===== src/design/msx_regs.svh =====
/*
 * constants of the query responder: clock group addresses, function and
 * exception codes, field limits and reset values.
 * assumes nothing; definitions only.
 */
`ifndef MSX_REGS_SVH
`define MSX_REGS_SVH

// ************************************************************
// clock group register addresses
// ************************************************************
`define MSX_ADR_HOUR 16'h4010
`define MSX_ADR_MINUTE 16'h4011
`define MSX_ADR_SECOND 16'h4012
`define MSX_ADR_DAY 16'h4013
`define MSX_ADR_YEAR 16'h4014
`define MSX_ADR_ZONE 16'h4015
`define MSX_ADR_MONTH 16'h4089

// ************************************************************
// function codes
// ************************************************************
`define MSX_FC_READ 8'h03
`define MSX_FC_WRITE 8'h06
`define MSX_FC_FILE 8'h14
`define MSX_FC_EXC_BIT 8'h80
`define MSX_FC_MSB 7

// ************************************************************
// exception codes
// ************************************************************
`define MSX_EXC_FUNC 8'h01
`define MSX_EXC_ADDR 8'h02
`define MSX_EXC_VALUE 8'h03
`define MSX_EXC_FAIL 8'h04
`define MSX_EXC_BUSY 8'h06
`define MSX_EXC_NAK 8'h07
`define MSX_EXC_OVF 8'h09
`define MSX_EXC_NONE 8'h00

// ************************************************************
// field limits
// ************************************************************
`define MSX_HOUR_MAX 32'h00000017
`define MSX_MINSEC_MAX 32'h0000003B
`define MSX_DAY_MIN 32'h00000001
`define MSX_DAY_MAX 32'h0000001F
`define MSX_MONTH_MAX 32'h0000000C
`define MSX_YEAR_MIN 32'h000007D5
`define MSX_YEAR_MAX 32'h00000833
`define MSX_ZONE_MIN 32'hFFFFFB50
`define MSX_ZONE_MAX 32'h00000514
`define MSX_ZERO 32'h00000000
`define MSX_MONTH_MASK 32'h0000FFFF
`define MSX_SINGLE 16'h0001
`define MSX_BUF_WORDS 16'h0004

// ************************************************************
// reset values
// ************************************************************
`define MSX_RST_HOUR 32'h00000000
`define MSX_RST_MINUTE 32'h00000000
`define MSX_RST_SECOND 32'h00000000
`define MSX_RST_DAY 32'h00000001
`define MSX_RST_YEAR 32'h000007D5
`define MSX_RST_ZONE 32'h00000000
`define MSX_RST_MONTH 32'h00000000

`endif


===== src/design/msx_pkg.sv =====
/*
 * types of the query responder: query and response carriers, states,
 * clock field index.
 * assumes the constants header is included by the users.
 */
package msx_pkg;

	typedef struct packed {
		logic [7:0] fcode;
		logic [15:0] addr;
		logic [15:0] count;
		logic [31:0] float_value;
	} msx_query_t;

	typedef struct packed {
		logic [7:0] fcode;
		logic exc;
		logic [31:0] data;
	} msx_resp_t;

	typedef enum logic [1:0] {
		MSX_IDLE = 2'h0,
		MSX_EVAL = 2'h1,
		MSX_RESP = 2'h3
	} msx_state_t;

	typedef enum logic [2:0] {
		MSX_F_HOUR = 3'h0,
		MSX_F_MINUTE = 3'h1,
		MSX_F_SECOND = 3'h2,
		MSX_F_DAY = 3'h3,
		MSX_F_YEAR = 3'h4,
		MSX_F_ZONE = 3'h5,
		MSX_F_MONTH = 3'h6
	} msx_field_t;

endpackage


===== src/design/msx_responder.sv =====
/*
 * query responder: decides between normal answer, silence and exception
 * answer for each query, and holds the clock register group.
 * assumes framing and check sums are done outside; the query arrives
 * parsed, with error flags, as a one-cycle valid while ready is high.
 */
`timescale 1ns/1ps
`default_nettype none
`include "msx_regs.svh"

module msx_responder (
	// clock and reset
	input wire logic clk_sys,
	input wire logic rst_n,
	// parsed query from the framer
	input wire logic qry_valid,
	input wire logic qry_comm_err,
	input wire logic qry_check_err,
	input wire msx_pkg::msx_query_t qry,
	output logic qry_ready,
	output logic qry_dropped,
	// controller state
	input wire logic dev_busy,
	input wire logic dev_fault,
	input wire logic dev_nak,
	// answer to the framer
	output logic rsp_valid,
	output msx_pkg::msx_resp_t rsp
);

	// ************************************************************
	// state and storage
	// ************************************************************
	msx_pkg::msx_state_t state_reg;
	msx_pkg::msx_state_t state_next;
	msx_pkg::msx_query_t qry_reg;
	logic busy_reg;
	logic fault_reg;
	logic nak_reg;
	logic [31:0] field_reg [0:6];
	msx_pkg::msx_resp_t rsp_reg;
	msx_pkg::msx_resp_t rsp_next;

	msx_pkg::msx_field_t field;
	logic hit;
	logic value_ok;
	logic fc_known;
	logic is_write;
	logic do_write;
	logic [7:0] exc_code;
	logic accept;
	logic accept_err;

	msx_field_chk u_chk (
		.addr(qry_reg.addr),
		.value(qry_reg.float_value),
		.field(field),
		.hit(hit),
		.value_ok(value_ok)
	);

	function automatic logic fc_supported(input logic [7:0] fc);
		fc_supported = !fc[`MSX_FC_MSB] && ((fc == `MSX_FC_READ)
			|| (fc == `MSX_FC_WRITE) || (fc == `MSX_FC_FILE));
	endfunction

	function automatic logic [31:0] field_read(input logic [31:0] v,
		input msx_pkg::msx_field_t f);
		field_read = (f == msx_pkg::MSX_F_MONTH) ? (v & `MSX_MONTH_MASK) : v;
	endfunction

	// ************************************************************
	// query intake
	// ************************************************************
	assign qry_ready = (state_reg == msx_pkg::MSX_IDLE);
	assign accept = qry_valid && qry_ready;
	assign accept_err = qry_comm_err || qry_check_err;
	// an errored query never leaves idle, so nothing is ever sent for it
	assign qry_dropped = accept && accept_err;

	always_ff @(posedge clk_sys) begin
		if (!rst_n) begin
			qry_reg <= '0;
			busy_reg <= 1'b0;
			fault_reg <= 1'b0;
			nak_reg <= 1'b0;
		end else if (accept) begin
			qry_reg <= qry;
			busy_reg <= dev_busy;
			fault_reg <= dev_fault;
			nak_reg <= dev_nak;
		end
	end

	// ************************************************************
	// sequencing
	// ************************************************************
	always_comb begin
		state_next = state_reg;
		unique case (state_reg)
			msx_pkg::MSX_IDLE:
				if (accept && !accept_err) begin
					state_next = msx_pkg::MSX_EVAL;
				end
			msx_pkg::MSX_EVAL:
				state_next = msx_pkg::MSX_RESP;
			msx_pkg::MSX_RESP:
				state_next = msx_pkg::MSX_IDLE;
			default:
				state_next = msx_pkg::MSX_IDLE;
		endcase
	end

	always_ff @(posedge clk_sys) begin
		if (!rst_n) begin
			state_reg <= msx_pkg::MSX_IDLE;
		end else begin
			state_reg <= state_next;
		end
	end

	// ************************************************************
	// decision: first matching condition wins
	// ************************************************************
	assign fc_known = fc_supported(qry_reg.fcode);
	assign is_write = (qry_reg.fcode == `MSX_FC_WRITE);

	always_comb begin
		exc_code = `MSX_EXC_NONE;
		if (!fc_known) begin
			exc_code = `MSX_EXC_FUNC;
		end else if (busy_reg) begin
			exc_code = `MSX_EXC_BUSY;
		end else if (fault_reg) begin
			exc_code = `MSX_EXC_FAIL;
		end else if (nak_reg) begin
			exc_code = `MSX_EXC_NAK;
		end else if (!hit) begin
			exc_code = `MSX_EXC_ADDR;
		end else if ((qry_reg.fcode == `MSX_FC_FILE)
			&& (qry_reg.count > `MSX_BUF_WORDS)) begin
			exc_code = `MSX_EXC_OVF;
		end else if ((qry_reg.fcode == `MSX_FC_READ)
			&& (qry_reg.count != `MSX_SINGLE)) begin
			// the group answers one register per read
			exc_code = `MSX_EXC_VALUE;
		end else if (is_write && !value_ok) begin
			exc_code = `MSX_EXC_VALUE;
		end
	end

	assign do_write = (state_reg == msx_pkg::MSX_EVAL) && is_write
		&& (exc_code == `MSX_EXC_NONE);

	always_comb begin
		rsp_next = rsp_reg;
		if (state_reg == msx_pkg::MSX_EVAL) begin
			if (exc_code != `MSX_EXC_NONE) begin
				rsp_next.fcode = qry_reg.fcode | `MSX_FC_EXC_BIT;
				rsp_next.exc = 1'b1;
				rsp_next.data = {24'h000000, exc_code};
			end else begin
				rsp_next.fcode = qry_reg.fcode;
				rsp_next.exc = 1'b0;
				rsp_next.data = is_write ? qry_reg.float_value
					: field_read(field_reg[field], field);
			end
		end
	end

	always_ff @(posedge clk_sys) begin
		if (!rst_n) begin
			rsp_reg <= '0;
		end else begin
			rsp_reg <= rsp_next;
		end
	end

	assign rsp = rsp_reg;
	assign rsp_valid = (state_reg == msx_pkg::MSX_RESP);

	// ************************************************************
	// clock register group
	// ************************************************************
	// the zone offset is stored only; nothing here reads it back into time
	always_ff @(posedge clk_sys) begin
		if (!rst_n) begin
			field_reg[msx_pkg::MSX_F_HOUR] <= `MSX_RST_HOUR;
			field_reg[msx_pkg::MSX_F_MINUTE] <= `MSX_RST_MINUTE;
			field_reg[msx_pkg::MSX_F_SECOND] <= `MSX_RST_SECOND;
			field_reg[msx_pkg::MSX_F_DAY] <= `MSX_RST_DAY;
			field_reg[msx_pkg::MSX_F_YEAR] <= `MSX_RST_YEAR;
			field_reg[msx_pkg::MSX_F_ZONE] <= `MSX_RST_ZONE;
			field_reg[msx_pkg::MSX_F_MONTH] <= `MSX_RST_MONTH;
		end else if (do_write) begin
			field_reg[field] <= qry_reg.float_value;
		end
	end
endmodule

`default_nettype wire


===== src/design/msx_field_chk.sv =====
/*
 * address decode and range check for the clock register group.
 * assumes a purely combinational use by the responder.
 */
`timescale 1ns/1ps
`default_nettype none
`include "msx_regs.svh"

module msx_field_chk (
	// register address and value under test
	input wire logic [15:0] addr,
	input wire logic [31:0] value,
	// decode results
	output msx_pkg::msx_field_t field,
	output logic hit,
	output logic value_ok
);

	function automatic logic in_span(input logic [31:0] v,
		input logic [31:0] lo, input logic [31:0] hi);
		in_span = (v >= lo) && (v <= hi);
	endfunction

	always_comb begin
		hit = 1'b1;
		field = msx_pkg::MSX_F_HOUR;
		unique case (addr)
			`MSX_ADR_HOUR: field = msx_pkg::MSX_F_HOUR;
			`MSX_ADR_MINUTE: field = msx_pkg::MSX_F_MINUTE;
			`MSX_ADR_SECOND: field = msx_pkg::MSX_F_SECOND;
			`MSX_ADR_DAY: field = msx_pkg::MSX_F_DAY;
			`MSX_ADR_YEAR: field = msx_pkg::MSX_F_YEAR;
			`MSX_ADR_ZONE: field = msx_pkg::MSX_F_ZONE;
			`MSX_ADR_MONTH: field = msx_pkg::MSX_F_MONTH;
			default: hit = 1'b0;
		endcase
	end

	always_comb begin
		unique case (field)
			msx_pkg::MSX_F_HOUR:
				value_ok = in_span(value, `MSX_ZERO, `MSX_HOUR_MAX);
			msx_pkg::MSX_F_MINUTE,
			msx_pkg::MSX_F_SECOND:
				value_ok = in_span(value, `MSX_ZERO, `MSX_MINSEC_MAX);
			msx_pkg::MSX_F_DAY:
				value_ok = in_span(value, `MSX_DAY_MIN, `MSX_DAY_MAX);
			msx_pkg::MSX_F_YEAR:
				value_ok = in_span(value, `MSX_YEAR_MIN, `MSX_YEAR_MAX);
			msx_pkg::MSX_F_ZONE:
				value_ok = ($signed(value) >= $signed(`MSX_ZONE_MIN))
					&& ($signed(value) <= $signed(`MSX_ZONE_MAX));
			msx_pkg::MSX_F_MONTH:
				value_ok = in_span(value, `MSX_ZERO, `MSX_MONTH_MAX);
			default:
				value_ok = 1'b0;
		endcase
	end

endmodule

`default_nettype wire


===== config.mk =====
export PLATFORM = sky130hd
export DESIGN_NAME = msx_responder
export DESIGN_NICKNAME = d
export VERILOG_FILES = /design/src/design/msx_pkg.sv /design/src/design/msx_responder.sv /design/src/design/msx_field_chk.sv
export VERILOG_INCLUDE_DIRS = /design/src /design/src/design
export SDC_FILE = /design/constraint.sdc
export NUM_CORES = 1
export LEC_CHECK = 0
export ABC_AREA = 1
export BUFFER_PORTS_ARGS = -buffer_cell sky130_fd_sc_hd__buf_2
export CAP_MARGIN = 20
export CORE_MARGIN = 1
export CORE_UTILIZATION = 49
export DETAILED_ROUTE_END_ITERATION = 10
export HOLD_SLACK_MARGIN = 0.06
export PLACE_DENSITY = 0.63
export SYNTH_ARGS = -nofsm -noshare
export SYNTH_HDL_FRONTEND = slang
export SYNTH_HIERARCHICAL = 1
export SYNTH_SLANG_ARGS = --single-unit

===== constraint.sdc =====
create_clock -name clk_sys -period 4.4 [get_ports clk_sys]
set_input_delay 0.44 -clock clk_sys [delete_from_list [all_inputs] [get_ports clk_sys]]
set_output_delay 0.44 -clock clk_sys [all_outputs]
set_load 0.01 [all_outputs]

---- Yosys cells after proc, flatten, opt, wreduce, memory -nomap -nowiden ----
Memories as Yosys holds them, arrays and structs flattened.
Index checks and enable logic that the tools add are counted.
storage, ports and cells
  memory bits (writable) .................. 224
  memories ................................ 1
  input bits .............................. 80
  bits in latches ......................... 0
  output and inout port bits .............. 44
  flip-flop bits (word level) ............. 118
  bits in read-only memories .............. 0
  logic and storage cells ................. 94
operators by class
  bitwise operators ....................... 0
  equality and inequality tests ........... 20
  reductions and logical operators ........ 28
  mux-type cells .......................... 23
  divide/modulo/power cells ............... 0
  $mul .................................... 0
  shift-type cells ........................ 0
  add/sub/neg operators ................... 0
  magnitude comparators ................... 11
memory list
  name       depth  width  read ports  clocked after memory_dff  write ports  line                 text
  field_reg  7      32     1           0                         7            msx_responder.sv:40  logic [31:0] field_reg [0:6];
operator list
  cell                  count
  $eq 16x15->1 const B  7
  $mux 32               3
  $ge 32x1->1 const B   2
  $le 32x12->1 const B  2
  $le 32x5->1 const B   2
  $mux 41               1
  $ge 32x11->1 const B  1
  $ge 32x12->1 const B  1
  $le 32x4->1 const B   1
  $le 32x6->1 const B   1
  $reduce_or 32->1      1
  $mux 4                6
  $pmux 3 s6            1
  $gt 16x3->1 const B   1
  $ne 16x1->1 const B   1
  $logic_and 1x1->1     15
  $eq 3x3->1 const B    3
  $eq 8x2->1 const B    1
  $eq 8x3->1 const B    1
  $eq 8x5->1 const B    1
  $logic_not 8->1       1
  $reduce_bool 8->1     1
  $reduce_or 7->1       1
  $eq 3x2->1 const B    2
  14 further kinds      25

---- Longest topological paths before layout ----
Gate-level depths: netlist (run 1).
  depth in word-level cells ............... 22
  gate-level depth with buffers ........... 24
  depth with buffers taken out ............ 23

---- Cells and area by module ----
The synthesis (run 1) kept the hierarchy.
modules (own cells, without submodules)
  module         area an instance (um2)  times used  cells each  seq. area each (um2)
  msx_responder  15,193.3                1           1,577       9,409.0
  msx_field_chk  922.1                   1           203         0.0

---- Worst setup path before layout (run 1) ----
OpenSTA, ideal clock, no wires.
  path kind ............................... register to register
  start ................................... register qry_reg[62] in the netlist's numbering
  end ..................................... memory field_reg[5][0], enable pin
  stages on the path, launching flop included .. 23
  buffers on the path ..................... 0
  data required time ...................... 3.979 ns
  path slack .............................. 0.566 ns
  library setup time ...................... 0.421 ns
  data arrival time ....................... 3.412 ns
  clock period less this slack ............ 3.834 ns
  cells stage by stage .................... dfxtp_1 -> inv_1 -> nor2_1 -> nand2_2 -> nor2_8 -> inv_4 -> nor3_4 -> inv_2 -> nand3_2 -> nor2_1 -> nand2_1 -> inv_1 -> nor2_1 -> nand3_1 -> nand2_1 -> nand2_1 -> nor2_2 -> nand3_2 -> nor2_2 -> nand3_1 -> nand2_2 -> inv_1 -> nor2_1
RTL lines
  item                    line                 text
  start, declared         msx_responder.sv:36  msx_pkg::msx_query_t qry_reg;
  start signal, assigned  msx_responder.sv:88  qry_reg <= qry;
  end, declared           msx_responder.sv:40

==> impl_metrics.toml, run 1 <==
[clock_tree]
postCtsSetupRepairBufs = 0
clock_sinks = 358
cts_tree = "built"
postCtsHoldBufs = 0
numCtsBuffers = 39
clk_pin_slew_ps = 60
htree_levels = 2
cts_root_buffer = "clkbuf_16"
cts_resized = 0
cts_buffer_depth = 3
clock_latency_ps = 520

[worst_setup_path]
cpMaxStageDelayCell = "dfxtp_1"
required_ps = 4750
cp_cell_sequence = "inv_2, nand2_1, nor2_1, nand2_1, a211oi_1, nand3_1, nand2_1, nor2_1, nand2_1, nand3b_1, nand2_1, nand2_1, nand3_1, nand2_1, nand2_1, nor2_4, buf_4, nand4_1, nor2_1"
crit_family = "simple AND/OR/NAND/NOR gates"
cpPeakStageDelay_ps = 440
path_class = "flop to flop"
r2r-start = "qry_reg[11]"
rrSetupSlack_ps = 870
setup.worst_path.start_class = "flop"
cpMostUsedCell = "nand2_1"
cp_num_buf_inv = 2
reg2reg_to = "field_reg[0][26]"
startpoint = "qry_reg[11]"
cp-end-kind = "flop"
worstRegToRegCells = 19
path_max_fanout = 18
cp.arrival_ps = 3880

[placement]
place_area_um2 = 17200
port_buffers = 123
dpl.cell_count = 2265
gp_congestion = 0.887
hpwl_mm = 30.1

[die]
start_util_pct = 49.7
fp.dieW_um = 183
die_area_um2 = 33600
core_um2 = 32500
io_pins = 124
num_rows = 66
die_h_um = 183

[synthesis]
syn_area_um2 = 16100
synthDistinctLibCells = 45
yosysSeqAreaShare_pct = 58.4
avgSynthCellArea_um2 = 9.05
synth-xor-area-share_pct = 0
synth_fp_nets = 1860
synth-simple-area-share_pct = 22.2
synth_flop_cell = "edfxtp_1"
synthMuxAreaShare_pct = 0
ys_ff_latch = 358
syn_inst = 1780
synthAdderAreaFrac_pct = 0
synth_top_family_by_area = "simple AND/OR/NAND/NOR gates"
synthArstFlopShare_pct = 0
synth-compound-area-share_pct = 13.0
synth-edff-count = 224
ys_warn_count = 6

[timing]
slew_headroom_pct = 33.8
hold_viol_final = 0
final_max_slew_viol_count = 0
setup_viol = 0
period_share_pct = 80.2
fmax_mhz = 283
finalClockSkew_ps = 11.6
tns_ps = 0
rsz0062_at_grt = "false"
worst_pin_slew_ps = 992
post-route-min-period_ps = 3530

[final_layout]
n_antenna_cell = 0
stdcell_area_um2 = 18400
final_cells = 2335
final_nets = 1944
drive_gt1_share_pct = 15.8
largest_register_ffs = 240
area_delta_synth_final_pct = 14.3

[worst_hold_path]
min-delay-start = "qry[62]"
hold_depth = 3
min_delay_worst_endpoint = "qry_reg[62]"
hold_path.class = "input port to flop"

[route]
drc = 0
vias = 13274
drtAntennaViolNets = 0
wl_per_cell_um = 20.0
vias_per_cell = 5.68
firstDrtPassIters = 6
drtIter0Drc = 1471
wl_mm = 46.8

[global_route]
grt_pass1_wl_mm = 73.0
antenna_found_initial = 0
grt_max_degree = 86
grt_pass1_vias = 12814
gr-total-overflow = 0
grt_usage_pct = 28.4

[pwr]
ir_worst_vdd_mv = 0.279
p_leak_nw = 7.40
total_power_w = 0.00743
powerDensity_nw_per_um2 = 404

[run_status]
outcome = "finished clean"

[flow_run]
maxCapViolCount = 0
cell families (layout without fill, tap and decap cells):
| group | count (synthesis) | count (layout) |
|---|---|---|
| and+or+nand+nor | 804 | 804 |
| AOI/OAI and AO/OA | 364 | 364 |
| DFF | 358 | 358 |
| buffers and inverters | 254 | 367 |
worst max path at each step:
stage | endpoint | cells after the start | slack [ps]
final | field_reg[0][26] | 19 | 870
after global routing | field_reg[1][23] | 19 | 570
after CTS | field_reg[1][27] | 22 | 940
after detailed placement | field_reg[1][22] | 22 | 960
after global placement | field_reg[1][22] | 22 | 990
after floorplan | field_reg[5][0] | 22 | 570
cell usage in the layout, fill, tap and decap left out, types with 2 or more instances in the layout:
| cell type | synthesis | routed |
|---|---|---|
| a21oi_1 | 109 | 109 |
| a221oi_1 | 8 | 8 |
| a22oi_1 | 9 | 9 |
| a31oi_1 | 3 | 3 |
| a32oi_1 | 3 | 3 |
| buf_12 | 0 | 5 |
| buf_2 | 22 | 122 |
| buf_4 | 0 | 40 |
| bufinv_16 | 0 | 2 |
| clkbuf_1 | 80 | 9 |
| clkbuf_16 | 0 | 40 |
| clkbuf_8 | 0 | 7 |
| clkinv_1 | 1 | 4 |
| clkinv_2 | 0 | 8 |
| dfxtp_1 | 134 | 134 |
| edfxtp_1 | 224 | 224 |
| inv_1 | 114 | 112 |
| inv_2 | 14 | 15 |
| inv_6 | 0 | 2 |
| nand2_1 | 204 | 202 |
| nand2_2 | 5 | 6 |
| nand3_1 | 62 | 62 |
| nand3_2 | 7 | 7 |
| nand3b_1 | 3 | 3 |
| nand4_1 | 52 | 52 |
| nand4_2 | 13 | 13 |
| nor2_1 | 421 | 419 |
| nor2_2 | 16 | 16 |
| nor2_4 | 5 | 7 |
| nor3_1 | 7 | 7 |
| nor3_4 | 1 | 2 |
| o211ai_1 | 19 | 19 |
| o21ai_0 | 164 | 164 |
| o21ai_1 | 3 | 3 |
| o22ai_1 | 7 | 7 |
| o2bb2ai_1 | 10 | 10 |
| o311ai_0 | 22 | 22 |
| o31ai_1 | 3 | 3 |
worst min-delay path, cell delays in order:
cell and delay, ps:
buf_2 70, o21ai_0 70, nor2_1 70
layout make-up:
| type | instances | area (um^2) |
|---|---|---|
| clock buffer | 56 | 1130 |
| clock inverter | 14 | 124 |
| fill | 2859 | 14000 |
| inverter | 130 | 492 |
| multi-input combinational | 1168 | 5690 |
| sequential | 358 | 9410 |
| tap | 442 | 553 |
| timing repair buffer | 167 | 1010 |
metal layers:
| layer | global-route usage [%] | up-vias | share of wire, % |
|---|---|---|---|
| met3 | 4.19 | 76 | 8.7 |
| li1 | - | 6251 | - |
| met5 | 0 | - | 0 |
| met4 | 7.43 | 0 | 2.0 |
| met2 | 45.2 | 612 | 46 |
| met1 | 40.6 | 6335 | 43 |
Yosys cell counts (5+ instances only):
| master | instances | area [um^2] |
|---|---|---|
| a21oi_1 | 109 | 546 |
| a221oi_1 | 8 | 70.1 |
| a22oi_1 | 9 | 67.6 |
| buf_1 | 14 | 52.6 |
| buf_2 | 22 | 110 |
| buf_6 | 8 | 90.1 |
| clkbuf_1 | 80 | 300 |
| dfxtp_1 | 134 | 2680 |
| edfxtp_1 | 224 | 6730 |
| inv_1 | 114 | 428 |
| inv_2 | 14 | 52.6 |
| nand2_1 | 204 | 766 |
| nand2_2 | 5 | 31.3 |
| nand3_1 | 62 | 310 |
| nand3_2 | 7 | 70.1 |
| nand4_1 | 52 | 325 |
| nand4_2 | 13 | 163 |
| nor2_1 | 421 | 1580 |
| nor2_2 | 16 | 100 |
| nor2_4 | 5 | 56.3 |
| nor3_1 | 7 | 35.0 |
| o211ai_1 | 19 | 143 |
| o21ai_0 | 164 | 821 |
| o22ai_1 | 7 | 43.8 |
| o2bb2ai_1 | 10 | 87.6 |
| o311ai_0 | 22 | 193 |
power by group:
part	internal, W	leakage (nW)	switching, W
registers	0.00367	3.43	0.0000892
logic	0.000142	3.34	0.000314
clock network	0.00191	0.623	0.00131
metrics by stage:
step,hold slack [ps],setup slack [ps],util (%)
finish,169,871,56.7
global route,181,569,56.7
CTS,159,944,56.7
detailed placement,464,960,52.9
global placement,459,994,52.9
floorplan,445,566,-
Power figures use the tool's default switching activity.
==> run 2: changes to the inputs <==
clock period = 3.6 ns   (was 4.4 ns; I/O delays follow)
==> impl_metrics.toml, run 2 (synthesis results as in run 1) <==
[route]
wl_mm = 45.9
drtAntennaViolNets = 0
drtIter0Drc = 1642
firstDrtPassIters = 5
vias_per_cell = 5.65
vias = 13223
wl_per_cell_um = 19.6
drc = 0

[clock_tree]
htree_levels = 2
clock_latency_ps = 530
postCtsSetupRepairBufs = 0
cts_buffer_depth = 3
numCtsBuffers = 37
cts_root_buffer = "clkbuf_16"
cts_tree = "built"
clock_sinks = 358
clk_pin_slew_ps = 60

[flow_run]
maxCapViolCount = 0

[final_layout]
layout_commonest_cell = "nor2_1"
drive_gt1_share_pct = 16.1
multi_input_area_um2 = 5690
final_nets = 1949
seqCellArea_um2 = 9410
final_cell_mix = "nor2_1, edfxtp_1, nand2_1, o21ai_0, dfxtp_1"
area_delta_synth_final_pct = 14.7
largest_register_ffs = 240
n_antenna_cell = 0
stdcell_area_um2 = 18500
final_cells = 2339
n_fill_cell = 2848

[timing]
fmax_mhz = 299
worst_pin_slew_ps = 980
hold_viol_final = 0
rsz0062_at_grt = "false"
setup_viol = 0
period_share_pct = 92.9
slew_headroom_pct = 34.7
post-route-min-period_ps = 3340
final_max_slew_viol_count = 0
finalClockSkew_ps = 8.97

[worst_setup_path]
path_class = "flop to flop"
cpPeakStageDelay_ps = 470
startpoint = "qry_reg[62]"
path_max_fanout = 35
required_ps = 4030
worstRegToRegCells = 16
setup.worst_path.start_class = "flop"
cp_num_buf_inv = 6
r2r-start = "qry_reg[62]"
rrSetupSlack_ps = 260
reg2reg_to = "rsp[8]"
cp_cell_sequence = "inv_1, nor2_1, nand2_2, nor2_8, inv_4, nor3_4, inv_2, nand3_2, buf_4, inv_2, nand2_1, a21oi_1, o311ai_0, buf_4, o21ai_0, o21ai_0"
cp-end-kind = "flop"
crit_family = "buffers and inverters"
cpMaxStageDelayCell = "buf_4"
cp.arrival_ps = 3780

[run_status]
outcome = "finished clean"

[global_route]
grt_max_degree = 98
gr-total-overflow = 0
grt_pass1_vias = 12478
grt_pass1_wl_mm = 71.4
antenna_found_initial = 0
grt_usage_pct = 27.7

[pwr]
p_leak_nw = 7.42
powerDensity_nw_per_um2 = 491
total_power_w = 0.00907
ir_worst_vdd_mv = 0.362

[worst_hold_path]
hold_path.class = "input port to flop"
hold_depth = 3
min_delay_worst_endpoint = "qry_reg[45]"
min-delay-start = "qry[45]"

[die]
die_h_um = 183
start_util_pct = 49.7
io_pins = 124
fp.dieW_um = 183
core_um2 = 32500
die_area_um2 = 33600
num_rows = 66

[placement]
dpl.cell_count = 2272
place_area_um2 = 17200
gp_congestion = 0.959
hpwl_mm = 29.6
port_buffers = 123
run 2: worst register-to-register path, stage by stage, from the launching register on:
cell      delay [ps]
dfxtp_1          330
inv_1             40
nor2_1           110
nand2_2          100
nor2_8           150
inv_4             70
nor3_4           170
inv_2             80
nand3_2           80
buf_4            470
inv_2            440
nand2_1          180
a21oi_1           50
o311ai_0         430
buf_4            200
o21ai_0          130
o21ai_0          230
run 2: how the worst max path moves through the flow:
stage	end	cells after the start
after detailed placement	field_reg[0][23]	21
after floorplan	field_reg[5][0]	22
after CTS	field_reg[0][29]	19
final	rsp[8]	16
after global routing	rsp[8]	16
after global placement	field_reg[4][8]	22
run 2: final cells by class:
type / instances / share of cell area, %
Sequential cell: 358 / 50.9
Clock inverter: 12 / 0.751
Inverter: 130 / 2.68
Tap cell: 442 / 2.99
Multi-Input combinational cell: 1168 / 30.8
Clock buffer: 55 / 5.90
Timing Repair Buffer: 174 / 5.95
run 2: through the flow:
stage / util, % / hold WS (ps) / setup WS, ps / setup TNS (ps)
2_1_floorplan: - / 445 / -234 / -14950
5_1_grt: 56.9 / 101 / 1.23 / 0
4_1_cts: 56.9 / 77.5 / 249 / 0
3_3_place_gp: 53.1 / 455 / 331 / 0
6_report: 56.9 / 82.8 / 256 / 0
3_5_place_dp: 53.1 / 455 / 262 / 0
run 2: power breakdown:
part | leakage, nW | total [W] | switching (W) | internal (W)
sequential | 3.43 | 0.00459 | 0.0000967 | 0.00449
clock | 0.612 | 0.00391 | 0.00159 | 0.00232
combinational | 3.38 | 0.000572 | 0.000390 | 0.000182
run 2: layer usage:
layer	GRT usage, %	up-vias	part of all wire [%]
met4	7.30	0	2.2
li1	-	6258	-
met5	0	-	0
met1	39.5	6279	44
met2	44.3	617	46
met3	3.89	69	8.4
run 2: timing repair:
| action | 4_1_cts | 5_1_grt |
|---|---|---|
| hold endpoints to repair | 0 | 0 |
| gates resized for setup | 0 | 5 |
| setup endpoints to repair | 0 | 34 |
| hold buffers | 0 | 0 |
==> run 3: changes to the inputs <==
CTS_BUF_LIST = sky130_fd_sc_hd__clkbuf_16   (was unset)
PLACE_DENSITY = 0.68   (was 0.63)
==> impl_metrics.toml, run 3 (synthesis results as in run 1) <==
[run_status]
outcome = "finished clean"

[die]
die_h_um = 183
io_pins = 124
num_rows = 66
core_um2 = 32500
start_util_pct = 49.7
die_area_um2 = 33600
fp.dieW_um = 183

[clock_tree]
clock_sinks = 358
postCtsHoldBufs = 0
htree_levels = 2
cts_buffer_depth = 3
cts_resized = 0
cts_root_buffer = "clkbuf_16"
postCtsSetupRepairBufs = 0
cts_tree = "built"
clock_latency_ps = 520
clk_pin_slew_ps = 60
numCtsBuffers = 36

[timing]
rsz0062_at_grt = "false"
hold_viol_final = 0
setup_viol = 0
period_share_pct = 90.8
tns_ps = 0
finalClockSkew_ps = 18.9
post-route-min-period_ps = 3270
fmax_mhz = 306
holdWs_ps = 83.7
slew_headroom_pct = 35.6
worst_pin_slew_ps = 965
final_max_slew_viol_count = 0
final.setup.worst_slack_ps = 333

[global_route]
grt_pass1_wl_mm = 71.2
grt_usage_pct = 27.5
grt_max_degree = 91
grt_pass1_vias = 12615
gr-total-overflow = 0
antenna_found_initial = 1

[final_layout]
largest_register_ffs = 240
layout_commonest_cell = "nor2_1"
stdcell_area_um2 = 18400
n_fill_cell = 2854
drive_gt1_share_pct = 16.0
area_delta_synth_final_pct = 14.3
seqCellArea_um2 = 9410
multi_input_area_um2 = 5700
final_cell_mix = "nor2_1, edfxtp_1, nand2_1, o21ai_0, dfxtp_1"
final_nets = 1949
n_antenna_cell = 0

[worst_hold_path]
hold_depth = 3
hold_path.class = "input port to flop"

[placement]
port_buffers = 123
pre_cts_ws_ps = 259
gp_congestion = 0.940
place_area_um2 = 17200
hpwl_mm = 30.8

[worst_setup_path]
rrSetupSlack_ps = 330
setup.worst_path.start_class = "flop"
cp.arrival_ps = 3530
path_class = "flop to flop"
cp-end-kind = "flop"
required_ps = 3870
path_max_fanout = 25
worstRegToRegCells = 20

[pwr]
swShare_pct = 23.4
p_switching_w = 0.00208
powerDensity_nw_per_um2 = 482
p_int_w = 0.00681
ir_worst_vdd_mv = 0.479
total_power_w = 0.00889
p_leak_nw = 7.43
seq_power_share_pct = 51.6
comb_power_share_pct = 6.4
p_clk_share_pct = 41.9

[route]
wl_mm = 46.3
wl_per_cell_um = 19.8
drtAntennaViolNets = 0
drc = 0
vias_per_cell = 5.67
firstDrtPassIters = 5
drtIter0Drc = 1494
vias = 13265

[flow_run]
maxCapViolCount = 0
==> run 3: cell count changes in the layout (fill, tap and decap cells not counted), moves of 2 or more <==
cell,delta
nor3_2,+2
clkbuf_8,-5
inv_1,+8
buf_6,+4
clkbuf_1,-9
clkinv_1,+5
nor3_1,-2
==> run 3: layout make-up <==
type | count | area share (%)
sequential | 358 | 51.1
multi-input combinational | 1168 | 31.0
timing repair buffer | 175 | 5.98
clock buffer | 38 | 5.16
tap | 442 | 3.00
inverter | 130 | 2.67
clock inverter | 27 | 1.17
==> run 3: path summary, 6_finish.rpt <==
path / from / endpoint
hold reg to reg: rsp[4] / rsp[4]
setup reg to reg: qry_reg[7] / field_reg[4][8]
setup / recovery: qry_reg[7] / field_reg[4][8]
hold / removal: qry[41] / qry_reg[41]
==> run 3: metrics by stage <==
step                      cells  utilization [%]
final                      2338             56.8
after global routing       2338             56.8
after CTS                  2338             56.7
after detailed placement   2273             53.1
after global placement     2273             53.1
after floorplan            1780                -
==> run 3: per-layer routing <==
| metal | global-route usage [%] | part of all wire, % | vias up |
|---|---|---|---|
| li1 | - | - | 6257 |
| met1 | 37.7 | 42 | 6338 |
| met2 | 44.7 | 47 | 608 |
| met3 | 6.04 | 9.2 | 60 |
| met4 | 6.57 | 1.8 | 2 |
| met5 | 0 | 0.028 | - |
==> run 3: power by group through the flow <==
stage               clock network, W  logic (W)  registers (W)
floorplan                          0   0.000358        0.00465
global placement                   0   0.000558        0.00467
detailed placement                 0   0.000564        0.00468
CTS                          0.00374   0.000567        0.00459
global route                 0.00390   0.000635        0.00460
finish                       0.00373   0.000572        0.00459
==> run 3: worst max-delay path, stage by stage, from the launching register on <==
cell and delay (ps):
dfxtp_1 410, nor2_4 260, inv_2 90, nor3_2 230, nand4_1 140, nand2_1 80
nand2_1 50, nand2_1 70, nor2_1 50, nand2_1 50, nand3b_1 120, nand3_1 90
nand2_1 80, nand2_1 80, nor2_2 140, nand4_2 240, inv_2 190, nand4_2 100
buf_4 260, inv_1 210, nand2_1 90
